### src/verilog/asq_pkg.sv
// asq_pkg: register map, field positions, reset values
// and conversion timing for the converter sequencer.
// assumes word-aligned apb offsets on an 8-bit paddr.
package asq_pkg;

    // register byte offsets
    localparam logic [7:0] CTRL1_OFS = 8'h00;
    localparam logic [7:0] CTRL2_OFS = 8'h04;
    localparam logic [7:0] RESL_OFS  = 8'h08;
    localparam logic [7:0] RESH_OFS  = 8'h0C;

    // control one fields
    localparam int GO_BIT  = 7;
    localparam int MODE_HI = 5;
    localparam int MODE_LO = 4;
    localparam int AIN_BIT = 3;
    localparam int CH_HI   = 2;
    localparam int CH_LO   = 0;

    // control two fields
    localparam int DONE_BIT = 7;
    localparam int BUSY_BIT = 6;
    localparam int CT_HI    = 2;
    localparam int CT_LO    = 0;

    // widths and reset values
    localparam int RES_W = 10;
    localparam int CNT_W = 11;
    localparam logic [2:0]  CT_RST  = 3'h0;
    localparam logic [2:0]  CH_RST  = 3'h0;
    localparam logic [31:0] RD_ZERO = 32'h0000_0000;

    // conversion length is base cycles shifted by the code
    localparam logic [CNT_W-1:0] CONV_BASE_CYC = 11'h027;
    localparam logic [2:0]       CT_MAX_CODE   = 3'h5;

    // operating modes, codes fixed by software
    typedef enum logic [1:0] {
        MODE_OFF    = 2'b00,
        MODE_SINGLE = 2'b01,
        MODE_RSVD   = 2'b10,
        MODE_REPEAT = 2'b11
    } asq_mode_t;

    // timer states
    typedef enum logic {TS_IDLE, TS_RUN} asq_tstate_t;

    // reserved codes fall back to the longest length
    function automatic logic [CNT_W-1:0] conv_len(input logic [2:0] code);
        logic [2:0] c;
        c = (code > CT_MAX_CODE) ? CT_MAX_CODE : code;
        conv_len = CONV_BASE_CYC << c;
    endfunction : conv_len

endpackage : asq_pkg

### src/verilog/asq_tmr_if.sv
// asq_tmr_if: carries start, abort and length select to
// the conversion timer and its done and busy back.
// assumes both ends share i_clk.
`timescale 1ns/1ps
`default_nettype none
interface asq_tmr_if;
    logic       start;
    logic       abort;
    logic [2:0] sel;
    logic       done;
    logic       busy;

    modport ctl (output start, output abort, output sel,
                 input done, input busy);
    modport tmr (input start, input abort, input sel,
                 output done, output busy);
endinterface : asq_tmr_if
`default_nettype wire

### src/verilog/asq_timer.sv
// asq_timer: counts clock cycles of one conversion.
// assumes start is only raised when idle or on done.
`timescale 1ns/1ps
`default_nettype none
module asq_timer (
    // clock and reset
    input  wire logic i_clk,
    input  wire logic i_nrst,
    // control side
    asq_tmr_if.tmr    tif
);

    asq_pkg::asq_tstate_t            state_r;
    logic [asq_pkg::CNT_W-1:0]       cnt_r;
    logic [asq_pkg::CNT_W-1:0]       len_w;
    logic                            last_w;

    ////////////////////////////////////////////////////////////
    // length decode and completion
    assign len_w  = asq_pkg::conv_len(tif.sel);
    assign last_w = (cnt_r == len_w - 11'h001);
    // abort masks completion so a halted result is never stored
    assign tif.done = (state_r == asq_pkg::TS_RUN) && last_w && !tif.abort;
    assign tif.busy = (state_r == asq_pkg::TS_RUN);

    ////////////////////////////////////////////////////////////
    // state and counter
    always_ff @(posedge i_clk or negedge i_nrst) begin
        if (!i_nrst) begin
            state_r <= asq_pkg::TS_IDLE;
            cnt_r   <= '0;
        end else if (tif.abort) begin
            state_r <= asq_pkg::TS_IDLE;
            cnt_r   <= '0;
        end else begin
            unique case (state_r)
                asq_pkg::TS_IDLE: begin
                    if (tif.start) begin
                        state_r <= asq_pkg::TS_RUN;
                    end
                    cnt_r <= '0;
                end
                asq_pkg::TS_RUN: begin
                    if (last_w) begin
                        state_r <= tif.start ? asq_pkg::TS_RUN : asq_pkg::TS_IDLE;
                        cnt_r   <= '0;
                    end else begin
                        cnt_r <= cnt_r + 11'h001;
                    end
                end
            endcase
        end
    end

endmodule : asq_timer
`default_nettype wire

### src/verilog/asq_seq.sv
// asq_seq: apb register file and sequencing for a 10-bit
// converter with single and repeat modes.
// assumes the analog core presents a settled result on
// i_conv_data whenever the conversion timer completes.
//
// Local design decisions: the APB register port and the placing of the registers.
`timescale 1ns/1ps
`default_nettype none
module asq_seq (
    // clock and reset
    input  wire logic        i_clk,
    input  wire logic        i_nrst,
    // apb slave
    input  wire logic        i_psel,
    input  wire logic        i_penable,
    input  wire logic        i_pwrite,
    input  wire logic [7:0]  i_paddr,
    input  wire logic [31:0] i_pwdata,
    output logic [31:0]      o_prdata,
    output logic             o_pready,
    output logic             o_pslverr,
    // power manager
    input  wire logic        i_low_power,
    // analog core
    input  wire logic [9:0]  i_conv_data,
    output logic [2:0]       o_channel_select,
    output logic             o_analog_input_enable,
    output logic             o_vref_connect,
    output logic             o_sample_start,
    output logic             o_converter_busy,
    // interrupt controller
    output logic             o_conversion_done_irq
);

    ////////////////////////////////////////////////////////////
    // address decode, one-hot over the four registers
    function automatic logic [3:0] reg_hit(input logic [7:0] a);
        reg_hit = {a == asq_pkg::RESH_OFS,
                   a == asq_pkg::RESL_OFS,
                   a == asq_pkg::CTRL2_OFS,
                   a == asq_pkg::CTRL1_OFS};
    endfunction : reg_hit

    // register state
    logic                      go_r;
    asq_pkg::asq_mode_t        mode_r;
    logic                      ain_r;
    logic [2:0]                ch_r;
    logic [2:0]                ct_r;
    logic                      done_r;
    logic [asq_pkg::RES_W-1:0] res_r;
    logic                      lowpend_r;
    logic                      ack_r;
    logic [31:0]               prdata_r;

    // next values
    logic                      go_nxt;
    asq_pkg::asq_mode_t        mode_nxt;
    logic                      ain_nxt;
    logic [2:0]                ch_nxt;
    logic [2:0]                ct_nxt;
    logic                      done_nxt;
    logic [asq_pkg::RES_W-1:0] res_nxt;
    logic                      lowpend_nxt;
    logic [31:0]               prdata_nxt;

    // decode and event wires
    logic [3:0]  hit_w;
    logic        acc_first_w;
    logic        wr_w;
    logic        rd_w;
    logic        wr_c1_w;
    logic        wr_c2_w;
    logic        rd_resl_w;
    logic        rd_resh_w;
    logic        wr_off_w;
    logic        mode_ok_w;
    logic        repeat_w;
    logic        start_w;
    logic        restart_w;
    logic        halt_w;
    logic        clr_all_w;
    logic        discard_w;
    logic        store_w;
    logic [7:0]  c1_rd_w;
    logic [7:0]  c2_rd_w;
    logic [7:0]  resh_rd_w;

    asq_tmr_if tif ();

    ////////////////////////////////////////////////////////////
    // apb phases: read data captured in the first access cycle, writes in the second,
    // pready one cycle later so prdata comes from a flop
    assign hit_w       = reg_hit(i_paddr);
    assign acc_first_w = i_psel && i_penable && !ack_r;
    assign wr_w        = ack_r && i_psel && i_penable && i_pwrite;
    assign rd_w        = acc_first_w && !i_pwrite;
    assign o_pready    = ack_r;
    assign o_pslverr   = ack_r && (hit_w == 4'h0);
    assign o_prdata    = prdata_r;

    // writes are ignored while asleep so nothing restarts
    assign wr_c1_w   = wr_w && hit_w[0] && !i_low_power;
    assign wr_c2_w   = wr_w && hit_w[1] && !i_low_power;
    assign rd_resl_w = rd_w && hit_w[2];
    assign rd_resh_w = rd_w && hit_w[3];

    ////////////////////////////////////////////////////////////
    // sequencing decisions
    assign wr_off_w  = wr_c1_w &&
                       (i_pwdata[asq_pkg::MODE_HI:asq_pkg::MODE_LO] == asq_pkg::MODE_OFF);
    assign mode_ok_w = (mode_r == asq_pkg::MODE_SINGLE) ||
                       (mode_r == asq_pkg::MODE_REPEAT);
    assign repeat_w  = (mode_r == asq_pkg::MODE_REPEAT);

    // halt covers a mode-off write, a standing off mode and sleep
    assign halt_w    = i_low_power || wr_off_w ||
                       (mode_r == asq_pkg::MODE_OFF);
    assign clr_all_w = halt_w;

    // go only acts when idle and a conversion mode is chosen
    assign start_w   = go_r && mode_ok_w && !tif.busy && !halt_w;
    assign restart_w = tif.done && repeat_w;

    // in repeat mode, a completion landing between the two byte reads is lost
    assign discard_w = tif.done && repeat_w && lowpend_r;
    assign store_w   = tif.done && !discard_w;

    ////////////////////////////////////////////////////////////
    // timer hookup
    assign tif.start = start_w || restart_w;
    assign tif.abort = halt_w;
    assign tif.sel   = ct_r;

    asq_timer u_timer (
        .i_clk  (i_clk),
        .i_nrst (i_nrst),
        .tif    (tif)
    );

    ////////////////////////////////////////////////////////////
    // readback images; unused bits read zero
    assign c1_rd_w   = {go_r, 1'b0, mode_r, ain_r, ch_r};
    assign c2_rd_w   = {done_r, tif.busy, 3'b000, ct_r};
    assign resh_rd_w = {6'b00_0000, res_r[9:8]};

    always_comb begin
        prdata_nxt = prdata_r;
        if (acc_first_w) begin
            unique case (1'b1)
                hit_w[0]: prdata_nxt = {24'h00_0000, c1_rd_w};
                hit_w[1]: prdata_nxt = {24'h00_0000, c2_rd_w};
                hit_w[2]: prdata_nxt = {24'h00_0000, res_r[7:0]};
                hit_w[3]: prdata_nxt = {24'h00_0000, resh_rd_w};
                default:  prdata_nxt = asq_pkg::RD_ZERO;
            endcase
        end
    end

    ////////////////////////////////////////////////////////////
    // control one: go clears once the conversion has begun,
    // or at once if no conversion mode is selected
    always_comb begin
        go_nxt   = go_r;
        mode_nxt = mode_r;
        ain_nxt  = ain_r;
        ch_nxt   = ch_r;
        if (start_w || !mode_ok_w) begin
            go_nxt = 1'b0;
        end
        if (wr_c1_w) begin
            go_nxt   = i_pwdata[asq_pkg::GO_BIT];
            mode_nxt = asq_pkg::asq_mode_t'(i_pwdata[asq_pkg::MODE_HI:asq_pkg::MODE_LO]);
            ain_nxt  = i_pwdata[asq_pkg::AIN_BIT];
            ch_nxt   = i_pwdata[asq_pkg::CH_HI:asq_pkg::CH_LO];
        end
        if (i_low_power) begin
            go_nxt   = 1'b0;
            mode_nxt = asq_pkg::MODE_OFF;
            ain_nxt  = 1'b0;
        end
    end

    // control two: only the time select is writable
    assign ct_nxt = wr_c2_w ? i_pwdata[asq_pkg::CT_HI:asq_pkg::CT_LO] : ct_r;

    ////////////////////////////////////////////////////////////
    // done flag: a completion wins over a same-cycle clear
    always_comb begin
        if (clr_all_w) begin
            done_nxt = 1'b0;
        end else if (store_w) begin
            done_nxt = 1'b1;
        end else if (rd_resh_w) begin
            done_nxt = 1'b0;
        end else if (start_w) begin
            done_nxt = 1'b0;
        end else begin
            done_nxt = done_r;
        end
    end

    // result bytes keep the old value until a stored completion, or clear to zero on a halt
    always_comb begin
        if (clr_all_w) begin
            res_nxt = '0;
        end else if (store_w) begin
            res_nxt = i_conv_data;
        end else begin
            res_nxt = res_r;
        end
    end

    // in repeat mode a low byte read opens the window that protects the pair
    always_comb begin
        if (clr_all_w || rd_resh_w) begin
            lowpend_nxt = 1'b0;
        end else if (rd_resl_w && repeat_w) begin
            lowpend_nxt = 1'b1;
        end else begin
            lowpend_nxt = lowpend_r;
        end
    end

    ////////////////////////////////////////////////////////////
    // register update
    always_ff @(posedge i_clk or negedge i_nrst) begin
        if (!i_nrst) begin
            go_r      <= 1'b0;
            mode_r    <= asq_pkg::MODE_OFF;
            ain_r     <= 1'b0;
            ch_r      <= asq_pkg::CH_RST;
            ct_r      <= asq_pkg::CT_RST;
            done_r    <= 1'b0;
            res_r     <= '0;
            lowpend_r <= 1'b0;
            ack_r     <= 1'b0;
            prdata_r  <= asq_pkg::RD_ZERO;
        end else begin
            go_r      <= go_nxt;
            mode_r    <= mode_nxt;
            ain_r     <= ain_nxt;
            ch_r      <= ch_nxt;
            ct_r      <= ct_nxt;
            done_r    <= done_nxt;
            res_r     <= res_nxt;
            lowpend_r <= lowpend_nxt;
            ack_r     <= acc_first_w;
            prdata_r  <= prdata_nxt;
        end
    end

    ////////////////////////////////////////////////////////////
    // analog core and interrupt outputs
    assign o_channel_select      = ch_r;
    assign o_analog_input_enable = ain_r;
    // reference drops the moment sleep is requested, even mid-conversion
    assign o_vref_connect        = ain_r && !i_low_power;
    assign o_sample_start        = tif.start && !halt_w;
    assign o_converter_busy      = tif.busy;
    // pulse coincides with the edge that sets done
    assign o_conversion_done_irq = store_w;

endmodule : asq_seq
`default_nettype wire

### config.mk
export PLATFORM = sky130hd
export DESIGN_NAME = asq_seq
export DESIGN_NICKNAME = d
export VERILOG_FILES = /design/src/verilog/asq_pkg.sv /design/src/verilog/asq_tmr_if.sv /design/src/verilog/asq_timer.sv /design/src/verilog/asq_seq.sv
export SDC_FILE = /design/constraint.sdc
export NUM_CORES = 1
export LEC_CHECK = 0
export BUFFER_PORTS_ARGS = -buffer_cell sky130_fd_sc_hd__buf_2
export CORE_MARGIN = 2
export CORE_UTILIZATION = 53
export CTS_CLUSTER_SIZE = 12
export DETAILED_ROUTE_END_ITERATION = 8
export HOLD_SLACK_MARGIN = 0.15
export PLACE_DENSITY = 0.85
export SYNTH_ARGS = -nofsm -noshare
export SYNTH_HDL_FRONTEND = slang
export SYNTH_SLANG_ARGS = --single-unit
### constraint.sdc
create_clock -name i_clk -period 8.5 [get_ports i_clk]
set_clock_uncertainty 0.05 [all_clocks]
set_input_delay 0.425 -clock i_clk [delete_from_list [all_inputs] [get_ports i_clk]]
set_output_delay 0.425 -clock i_clk [all_outputs]
set_load 0.03 [all_outputs]
==> impl_summary.log, run 1 <==
INFO  metric worstSetupPathType = reg -> out
INFO  metric finalMaxSlewViolations = 0
INFO  metric clkLatencyLatePin = between 0.2 and 0.3 ns
INFO  metric synthFlopType = sky130_fd_sc_hd__dfrtp_1
INFO  metric synth-compound-area-share = about a tenth
INFO  metric cts.repair.resized = 0
INFO  metric placed_cell_area = roughly 2800 sq um
INFO  metric grt_first_pass_wirelength = roughly 8300 um
INFO  metric antennaDiodeCount = 0
INFO  metric share_comb_of_total_power = approximately a tenth
INFO  metric synth.ff_latch_count = 43
INFO  metric die_y = approximately 74 um
INFO  metric peakVddDrop = about 0.099 mV
INFO  metric first_global_vias = around 1800
INFO  metric pwr-share-seq = 55.7%
INFO  metric final-seq-area = approximately 1100 sq um
INFO  metric fp.dieArea = roughly 5500 sq um
INFO  metric rows = 25
INFO  metric area.growth.synth_to_final = 10.2%
INFO  metric grt_setup_unrepaired = false
INFO  metric timing.max_slew.rel_slack = a little under 40%
INFO  metric hpwl = 3700 um
INFO  metric kind_of_start_point_of_the_critical_path = register
INFO  metric yosysUniqueCellTypes = just over 50
INFO  metric met3_use_gr = 3.84%
INFO  metric ioPinCount = 98
INFO  metric cts_tree = yes
INFO  metric drt_iter0_drc = around 170
INFO  metric worst_r2r_path_cells = 10
INFO  metric worst_ep_required_time = ~8.0 ns
INFO  metric area_taken_by_multi_input_logic_gates = between 1000 and 1500 sq um
INFO  metric met2_usage = between 30% and 40%
INFO  metric leakage = 1.42 nW
INFO  metric switching_share = between 20% and 30%
INFO  metric synthAdderAreaFrac = 0.968%
INFO  metric synth.yosys.seq_area_share = a little over two fifths
INFO  metric share_of_layout_cells_above_drive_strength_1 = between 20% and 30%
INFO  metric tightestPinTransition = between 0.9 and 1 ns
INFO  metric post_drt_via_cell_ratio = roughly 5.3
INFO  metric cts_buffers = 5
INFO  metric wl_per_cell = 13.1 um
INFO  metric initial_utilization = 54.8%
INFO  metric dominant_combinational_cell_family_by_area_after_synthesis = simple AND/OR/NAND/NOR gates
INFO  metric reg2reg_slack = approximately 5.4 ns
INFO  metric grt_start_max_net_pins = 44
INFO  metric fin_tns_setup = 0 ns
INFO  metric fmax = 278 MHz
INFO  metric cts_post_setup_buffers_inserted = 0
INFO  metric design.core.area = roughly 4700 sq um
INFO  metric status = finished clean
INFO  metric start_of_the_worst_register_to_register_path = ct_r[0]
INFO  metric clockPowerShare = between 30% and 40%
INFO  metric postLayoutCellArea = 2850 sq um
INFO  metric final-setup-viol-count = 0
INFO  metric worst_r2r_endpoint = res_r[8]
INFO  metric cts_root_buffer = sky130_fd_sc_hd__clkbuf_8
INFO  metric finalWeightedCongestion = roughly 0.85
INFO  metric number_of_buffers_inserted_by_hold_repair_at_cts = 0
INFO  metric cap_viol_max_count = 0
INFO  metric synth-xor-area-share = under 10%
INFO  metric drcViolationCount = 0
INFO  metric crit_path_start = ct_r[0]
INFO  metric synth_simple_gate_area_share = about a fifth
INFO  metric internal_power = between 0.2 and 0.3 mW
INFO  metric die_width = ~74 um
INFO  metric detailroute.via_count = 2057
INFO  metric worstPathMaxFanout = 15
INFO  metric async_reset_ff_share = 100%
INFO  metric clock_sinks = 43
INFO  metric port_buffers = 48
INFO  metric cts_htree_levels = 2
INFO  metric synth_enable_flop_cells = 0
INFO  metric power-per-cell-area = between 100 and 150 nW/um^2
INFO  metric layout.nets = approximately 380
INFO  metric track_usage = 19.8%
INFO  metric synth_area_per_cell = approximately 9.4 sq um
INFO  metric worstSetupEndpoint = o_sample_start
INFO  metric netSwitchingPower = ~0.098 mW
INFO  metric global_route.peak_usage_layer = met2
INFO  metric timing.final.crit_period = between 3 and 4 ns
INFO  metric syn-cell-area = roughly 2600 sq um
INFO  metric drt_pre_antenna_iters = 4
INFO  metric holdCritPathClass = in -> async
INFO  metric period_share = approximately 42%
INFO  metric postSynthCellCount = around 280
INFO  metric hold_viol = 0
INFO  metric critPathArrivalTime = around 3.1 ns
INFO  metric drt_wl_total = approximately 5000 um
INFO  metric cts_buffer_depth = 2
INFO  metric globalRouteMet1Util = between 20 and 30%
INFO  metric grt_antenna_before_repair = 0
INFO  metric number_of_warnings_reported_in_the_yosys_synthesis_log = 0
INFO  metric register_clock_pin_slew_on_the_reported_worst_setup_and_hold_paths = about 0.080 ns
INFO  metric antenna_left = 0
INFO  metric post_synthesis_mux_area_share = around a tenth
INFO  metric num-fill-cells = 401
INFO  metric worstSetupEndpointType = output port
INFO  metric overflow = 0
INFO  metric whs = approximately 0.21 ns
==> critical path: stages, from the launching register on <==
cell and delay [ns]:
sky130_fd_sc_hd__dfrtp_1 0.53, sky130_fd_sc_hd__or2_4 0.32, sky130_fd_sc_hd__nor2_1 0.14, sky130_fd_sc_hd__inv_1 0.06, sky130_fd_sc_hd__ha_1 0.31, sky130_fd_sc_hd__xor2_1 0.13
sky130_fd_sc_hd__o311ai_0 0.23, sky130_fd_sc_hd__a2111oi_4 0.34, sky130_fd_sc_hd__and4bb_1 0.28, sky130_fd_sc_hd__nand4_1 0.10, sky130_fd_sc_hd__a21oi_1 0.16, sky130_fd_sc_hd__buf_2 0.22
==> power groups by stage <==
stage / Combinational, mW / Sequential [mW] / Clock [mW]
2_1_floorplan: 0.0301 / 0.210 / 0
5_1_grt: 0.0391 / 0.205 / 0.140
4_1_cts: 0.0353 / 0.205 / 0.130
3_3_place_gp: 0.0349 / 0.209 / 0
6_report: 0.0352 / 0.205 / 0.128
3_5_place_dp: 0.0352 / 0.209 / 0
==> metrics by stage <==
stage	utilization [%]	total power, mW	setup WS (ns)	instances
after floorplan	-	0.240	5.24	298
after global placement	58.5	0.244	5.23	377
after detailed placement	58.5	0.244	5.24	377
final	60.3	0.368	4.90	385
after global routing	60.3	0.384	4.65	385
after CTS	60.3	0.370	4.89	385
==> worst min-delay path by stage <==
stage | depth (start not counted) | slack, ns | end | from
floorplan | 0 | 0.08 | ct_r[0] | i_nrst
global placement | 2 | 0.42 | o_prdata[6] | o_prdata[6]
detailed placement | 2 | 0.44 | o_prdata[6] | o_prdata[6]
CTS | 1 | 0.25 | u_timer.cnt_r[8] | i_nrst
global route | 1 | 0.30 | u_timer.cnt_r[8] | i_nrst
finish | 1 | 0.21 | u_timer.cnt_r[8] | i_nrst
==> flip-flops by register name, indices dropped and copies added (netlist names) <==
| register | count |
|---|---|
| res_r | 10 |
| u_timer.cnt_r | 11 |
| o_prdata | 8 |
| mode_r | 2 |
| o_channel_select | 3 |
| go_r | 1 |
| done_r | 1 |
| u_timer.tif.busy | 1 |
| o_analog_input_enable | 1 |
| lowpend_r | 1 |
| o_pready | 1 |
| ct_r | 3 |
==> cell families after synthesis <==
logic type                 Yosys count
buffers and inverters               51
AOI/OAI and AO/OA                   37
DFF                                 43
and+or+nand+nor                    105
xor gates and xnor gates            13
other                                1
muxes                               23
adders and majority gates            2
==> cell type report <==
type | instances | area share [%]
clock inverters | 2 | 0.439
multi-input cells | 204 | 45.9
repair buffers | 48 | 8.43
clock buffers | 6 | 2.55
flip-flops and latches | 43 | 37.8
well taps | 67 | 2.94
inverters | 15 | 1.98
==> per-layer routing <==
metal  vias up  part of all wire, %  wire length, um
li1        981                    -                -
met1       993                   46             2330
met2        79                   46             2340
met3         4                  6.3              316
met4         0                  1.1               53
met5         -                    0                0
==> cell usage in the layout, fill, tap and decap left out, drive strengths merged, types with 2 or more instances in the layout <==
| cell | Yosys | routed |
|---|---|---|
| xor2 | 9 | 9 |
| nand2 | 37 | 37 |
| and2 | 4 | 4 |
| dfrtp | 43 | 43 |
| a22o | 7 | 7 |
| nor2 | 21 | 21 |
| nor2b | 6 | 6 |
| or2 | 3 | 3 |
| a211oi | 2 | 2 |
| and3 | 2 | 2 |
| mux2i | 13 | 13 |
| conb | 1 | 24 |
| nand3 | 6 | 6 |
| a31oi | 3 | 3 |
| nor3 | 2 | 2 |
| inv | 15 | 15 |
| or3 | 3 | 3 |
| and3b | 2 | 2 |
| mux4 | 2 | 2 |
| o21ai | 7 | 7 |
| a2111oi | 2 | 2 |
| ha | 2 | 2 |
| clkbuf | 11 | 6 |
| buf | 25 | 48 |
| nand4 | 5 | 5 |
| xnor2 | 4 | 4 |
| a21oi | 7 | 7 |
| mux2 | 8 | 8 |
| nand3b | 2 | 2 |
| nor4 | 2 | 2 |
| nand2b | 3 | 3 |
| or4 | 2 | 2 |
==> synthesized netlist by cell type (4+ instances only) <==
master,n,area [sq um]
sky130_fd_sc_hd__dfrtp_1,43,1080
sky130_fd_sc_hd__xor2_1,9,78.8
sky130_fd_sc_hd__nand2_1,37,139
sky130_fd_sc_hd__nor2_1,21,78.8
sky130_fd_sc_hd__a21oi_1,7,35.0
sky130_fd_sc_hd__and2_1,4,25.0
sky130_fd_sc_hd__mux2_2,8,90.1
sky130_fd_sc_hd__xnor2_1,4,35.0
sky130_fd_sc_hd__inv_1,15,56.3
sky130_fd_sc_hd__clkbuf_1,11,41.3
sky130_fd_sc_hd__buf_4,24,180
sky130_fd_sc_hd__mux2i_1,13,130
sky130_fd_sc_hd__nor2b_1,6,37.5
sky130_fd_sc_hd__o21ai_0,6,30.0
sky130_fd_sc_hd__nand4_1,5,31.3
sky130_fd_sc_hd__a22o_1,7,61.3
sky130_fd_sc_hd__nand3_1,6,30.0
(Power assumes the default switching activity.)
==> run 2, diff against run 1 <==
- ABC_AREA: not set -> 1
- CORE_UTILIZATION: 53 -> 49
- PLACE_DENSITY: 0.85 -> 0.8
- clock period: 8.5 -> 3.5 ns (I/O delays scaled with it)
==> impl_summary.log, run 2 <==
INFO  metric die_y = 76.4 um (was 73.9 um)
INFO  metric synthFlopType = sky130_fd_sc_hd__dfrtp_1 (unchanged)
INFO  metric postSynthCellCount = 337 (was 275)
INFO  metric cts_buffers = 5 (unchanged)
INFO  metric synth-xor-area-share = 2.73% (was 4.40%)
INFO  metric antennaDiodeCount = 0 (unchanged)
INFO  metric hpwl = 4130 um (was 3700 um)
INFO  metric power.total = 0.886 mW (was 0.368 mW)
INFO  metric yosysUniqueCellTypes = 33 (was 51)
INFO  metric synth.ff_latch_count = 43 (unchanged)
INFO  metric synth_enable_flop_cells = 0 (unchanged)
INFO  metric number_of_warnings_reported_in_the_yosys_synthesis_log = 0 (unchanged)
INFO  metric final_common_cell = sky130_fd_sc_hd__nand2_1 (was sky130_fd_sc_hd__buf_2)
INFO  metric worst_setup_margin = 0.396 ns (was 4.90 ns)
INFO  metric share_of_layout_cells_above_drive_strength_1 = 19.0% (was 22.0%)
INFO  metric syn-cell-area = 2570 sq um (was 2590 sq um)
INFO  metric met3_use_gr = 3.91% (was 3.84%)
INFO  metric wl_per_cell = 12.4 um (was 13.1 um)
INFO  metric synthAdderAreaFrac = 0.974% (was 0.968%)
INFO  metric track_usage = 20.6% (was 19.8%)
INFO  metric finalWeightedCongestion = 0.845 (was 0.852)
INFO  metric rows = 26 (was 25)
INFO  metric finalMaxSlewViolations = 0 (unchanged)
INFO  metric status = finished clean (unchanged)
INFO  metric worst_ep_required_time = 3.27 ns (was 8.03 ns)
INFO  metric globalRouteMet1Util = 26.9% (was 28.0%)
INFO  metric cts_buffer_depth = 2 (unchanged)
INFO  metric post_synthesis_mux_area_share = 0% (was 10.3%)
INFO  metric synth.cells.most_frequent = sky130_fd_sc_hd__nand2_1, sky130_fd_sc_hd__dfrtp_1, sky130_fd_sc_hd__nor2_1 (was sky130_fd_sc_hd__dfrtp_1, sky130_fd_sc_hd__nand2_1, sky130_fd_sc_hd__buf_4)
INFO  metric placement.setup.worst_slack = 0.760 ns (was 5.24 ns)
INFO  metric ioPinCount = 98 (unchanged)
INFO  metric leakage = 1.57 nW (was 1.42 nW)
INFO  metric synth.yosys.seq_area_share = 41.9% (was 41.6%)
INFO  metric first_global_vias = 2180 (was 1789)
INFO  metric cts_post_setup_buffers_inserted = 0 (unchanged)
INFO  metric drcViolationCount = 0 (unchanged)
INFO  metric critPathArrivalTime = 2.88 ns (was 3.12 ns)
INFO  metric grt_first_pass_wirelength = 9870 um (was 8290 um)
INFO  metric cap_viol_max_count = 0 (unchanged)
INFO  metric worstSetupEndpointType = output port (unchanged)
INFO  metric period_share = 88.7%
INFO  metric clock_sinks = 43 (unchanged)
INFO  metric die_width = 76.4 um (was 73.9 um)
INFO  metric placed_cell_area = 2750 sq um (was 2760 sq um)
INFO  metric start_of_the_worst_register_to_register_path = ct_r[2] (was ct_r[0])
INFO  metric crit_path_start = ct_r[2] (was ct_r[0])
INFO  metric port_buffers = 48 (unchanged)
INFO  metric initial_utilization = 50.6% (was 54.8%)
INFO  metric largest_register_ffs = 11 (unchanged)
INFO  metric post_drt_via_cell_ratio = 4.94 (was 5.34)
INFO  metric largest-register = u_timer.cnt_r (unchanged)
INFO  metric grt_antenna_before_repair = 0 (unchanged)
INFO  metric synth_area_per_cell = 7.62 sq um (was 9.40 sq um)
INFO  metric layout.cells.most_common_list = sky130_fd_sc_hd__nand2_1, sky130_fd_sc_hd__buf_2, sky130_fd_sc_hd__dfrtp_1 (was sky130_fd_sc_hd__buf_2, sky130_fd_sc_hd__dfrtp_1, sky130_fd_sc_hd__nand2_1)
INFO  metric fin_tns_setup = 0 ns (unchanged)
INFO  metric area.growth.synth_to_final = 17.0% (was 10.2%)
INFO  metric drt_pre_antenna_iters = 4 (unchanged)
INFO  metric cts_htree_levels = 2 (unchanged)
INFO  metric clkLatencyLatePin = 0.29 ns (about the same)
INFO  metric postLayoutCellArea = 3010 sq um (was 2850 sq um)
INFO  metric yosys-top-cells-area = sky130_fd_sc_hd__dfrtp_1, sky130_fd_sc_hd__nand2_1, sky130_fd_sc_hd__buf_4 (was sky130_fd_sc_hd__dfrtp_1, sky130_fd_sc_hd__buf_4, sky130_fd_sc_hd__nand2_1)
INFO  metric layout.nets = 459 (was 375)
INFO  metric place_inst = 446 (was 377)
INFO  metric synth_simple_gate_area_share = 34.4% (was 20.8%)
INFO  metric drt_wl_total = 5830 um (was 5030 um)
INFO  metric post_layout_nonfiller_instances = 470 (was 385)
INFO  metric worstSetupPathType = reg -> out (unchanged)
INFO  metric peakVddDrop = 0.223 mV (was 0.0986 mV)
INFO  metric grt_setup_unrepaired = false (unchanged)
INFO  metric synthDominantCellAreaShare = 41.9% (was 41.6%)
INFO  metric design.core.area = 5070 sq um (was 4720 sq um)
INFO  metric synth-compound-area-share = 5.85% (was 10.7%)
INFO  metric yosysTopAreaCell = sky130_fd_sc_hd__dfrtp_1 (unchanged)
INFO  metric final_util = 59.2% (was 60.3%)
INFO  metric holdCritPathClass = in -> reg (was in -> async)
INFO  metric worstPathMaxFanout = 12 (was 15)
INFO  metric async_reset_ff_share = 100% (unchanged)
INFO  metric kind_of_start_point_of_the_critical_path = register (unchanged)
INFO  metric fp.dieArea = 5840 sq um (was 5450 sq um)
INFO  metric final-setup-viol-count = 0 (unchanged)
INFO  metric hp_start = i_low_power
INFO  metric hold_viol = 0 (unchanged)
INFO  metric overflow = 0 (unchanged)
INFO  metric cts_root_buffer = sky130_fd_sc_hd__clkbuf_8 (unchanged)
INFO  metric grt_start_max_net_pins = 44 (unchanged)
INFO  metric tightestPinTransition = 0.964 ns (was 0.924 ns)
INFO  metric fmax = ~320 MHz
INFO  metric antenna_left = 0 (unchanged)
INFO  metric whs = 0.210 ns (was 0.213 ns)
INFO  metric cts_tree = yes (unchanged)
INFO  metric timing.final.crit_period = between 3 and 4 ns
INFO  metric global_route.peak_usage_layer = met2 (unchanged)
INFO  metric met2_usage = 34.9% (was 31.3%)
INFO  metric power-per-cell-area = 295 nW/um^2 (was 129 nW/um^2)
INFO  metric dominant_cell_by_count_in_the_synthesized_netlist = sky130_fd_sc_hd__nand2_1 (was sky130_fd_sc_hd__dfrtp_1)
INFO  metric drt_iter0_drc = 134 (was 165)
INFO  metric detailroute.via_count = 2323 (was 2057)
INFO  metric dominant_combinational_cell_family_by_area_after_synthesis = simple AND/OR/NAND/NOR gates (unchanged)
INFO  metric timing.max_slew.rel_slack = 35.8% (was 38.4%)
INFO  metric register_clock_pin_slew_on_the_reported_worst_setup_and_hold_paths = 0.07 ns (was 0.08 ns)
-- run 2: path summary, 6_finish.rpt --
path,end,slack [ns],depth (start not counted)
min in group asynchronous,u_timer.cnt_r[0],0.52,2
max in group asynchronous,lowpend_r,2.28,2
max,o_conversion_done_irq,0.40,13
min,go_r,0.21,4
min reg2reg,o_prdata[6],0.43,2
max reg2reg,res_r[0],0.81,13
-- run 2: final cells by class --
cell class                      count  area [sq um]
Clock buffer                        6          72.6
Fill cell                         465          2070
Inverter                           35           131
Multi-Input combinational cell    250          1220
Sequential cell                    43          1080
Tap cell                           70          87.6
Timing Repair Buffer               66           420
-- run 2: metal layers --
metal,routed length (um),vias up
met1,2500,1103
met2,2980,60
met5,0,-
li1,-,1149
met3,257,11
met4,91,0
-- run 2: kinds of logic after synthesis --
kind of cell | after synthesis
AOI/OAI and AO/OA | 27
xor gates and xnor gates | 8
adders and majority gates | 2
buffers and inverters | 67
DFF | 43
other | 1
and+or+nand+nor | 189
-- run 2: critical path, stage by stage (launching register included) --
cell and delay (ns):
sky130_fd_sc_hd__dfrtp_1 0.46, sky130_fd_sc_hd__inv_2 0.18, sky130_fd_sc_hd__nand2_1 0.12, sky130_fd_sc_hd__ha_1 0.32, sky130_fd_sc_hd__nand2_1 0.07, sky130_fd_sc_hd__inv_1 0.03
sky130_fd_sc_hd__nor2_1 0.08, sky130_fd_sc_hd__nand3_1 0.08, sky130_fd_sc_hd__nor2_1 0.12, sky130_fd_sc_hd__nand3_2 0.13, sky130_fd_sc_hd__nor2_4 0.31, sky130_fd_sc_hd__nand3_2 0.35
sky130_fd_sc_hd__inv_2 0.13, sky130_fd_sc_hd__buf_2 0.20
-- run 2: timing repair --
item	in CTS	in global routing
hold buffers	18	0
endpoints found under the setup margin	0	0
endpoints found under the hold margin	63	0
resized for setup	0	0
-- run 2: power breakdown --
group          total [mW]  internal (mW)  switching, mW
combinational      0.0968         0.0293         0.0675
clock               0.291          0.133          0.158
sequential          0.498          0.497       0.000908
total               0.886          0.660          0.226
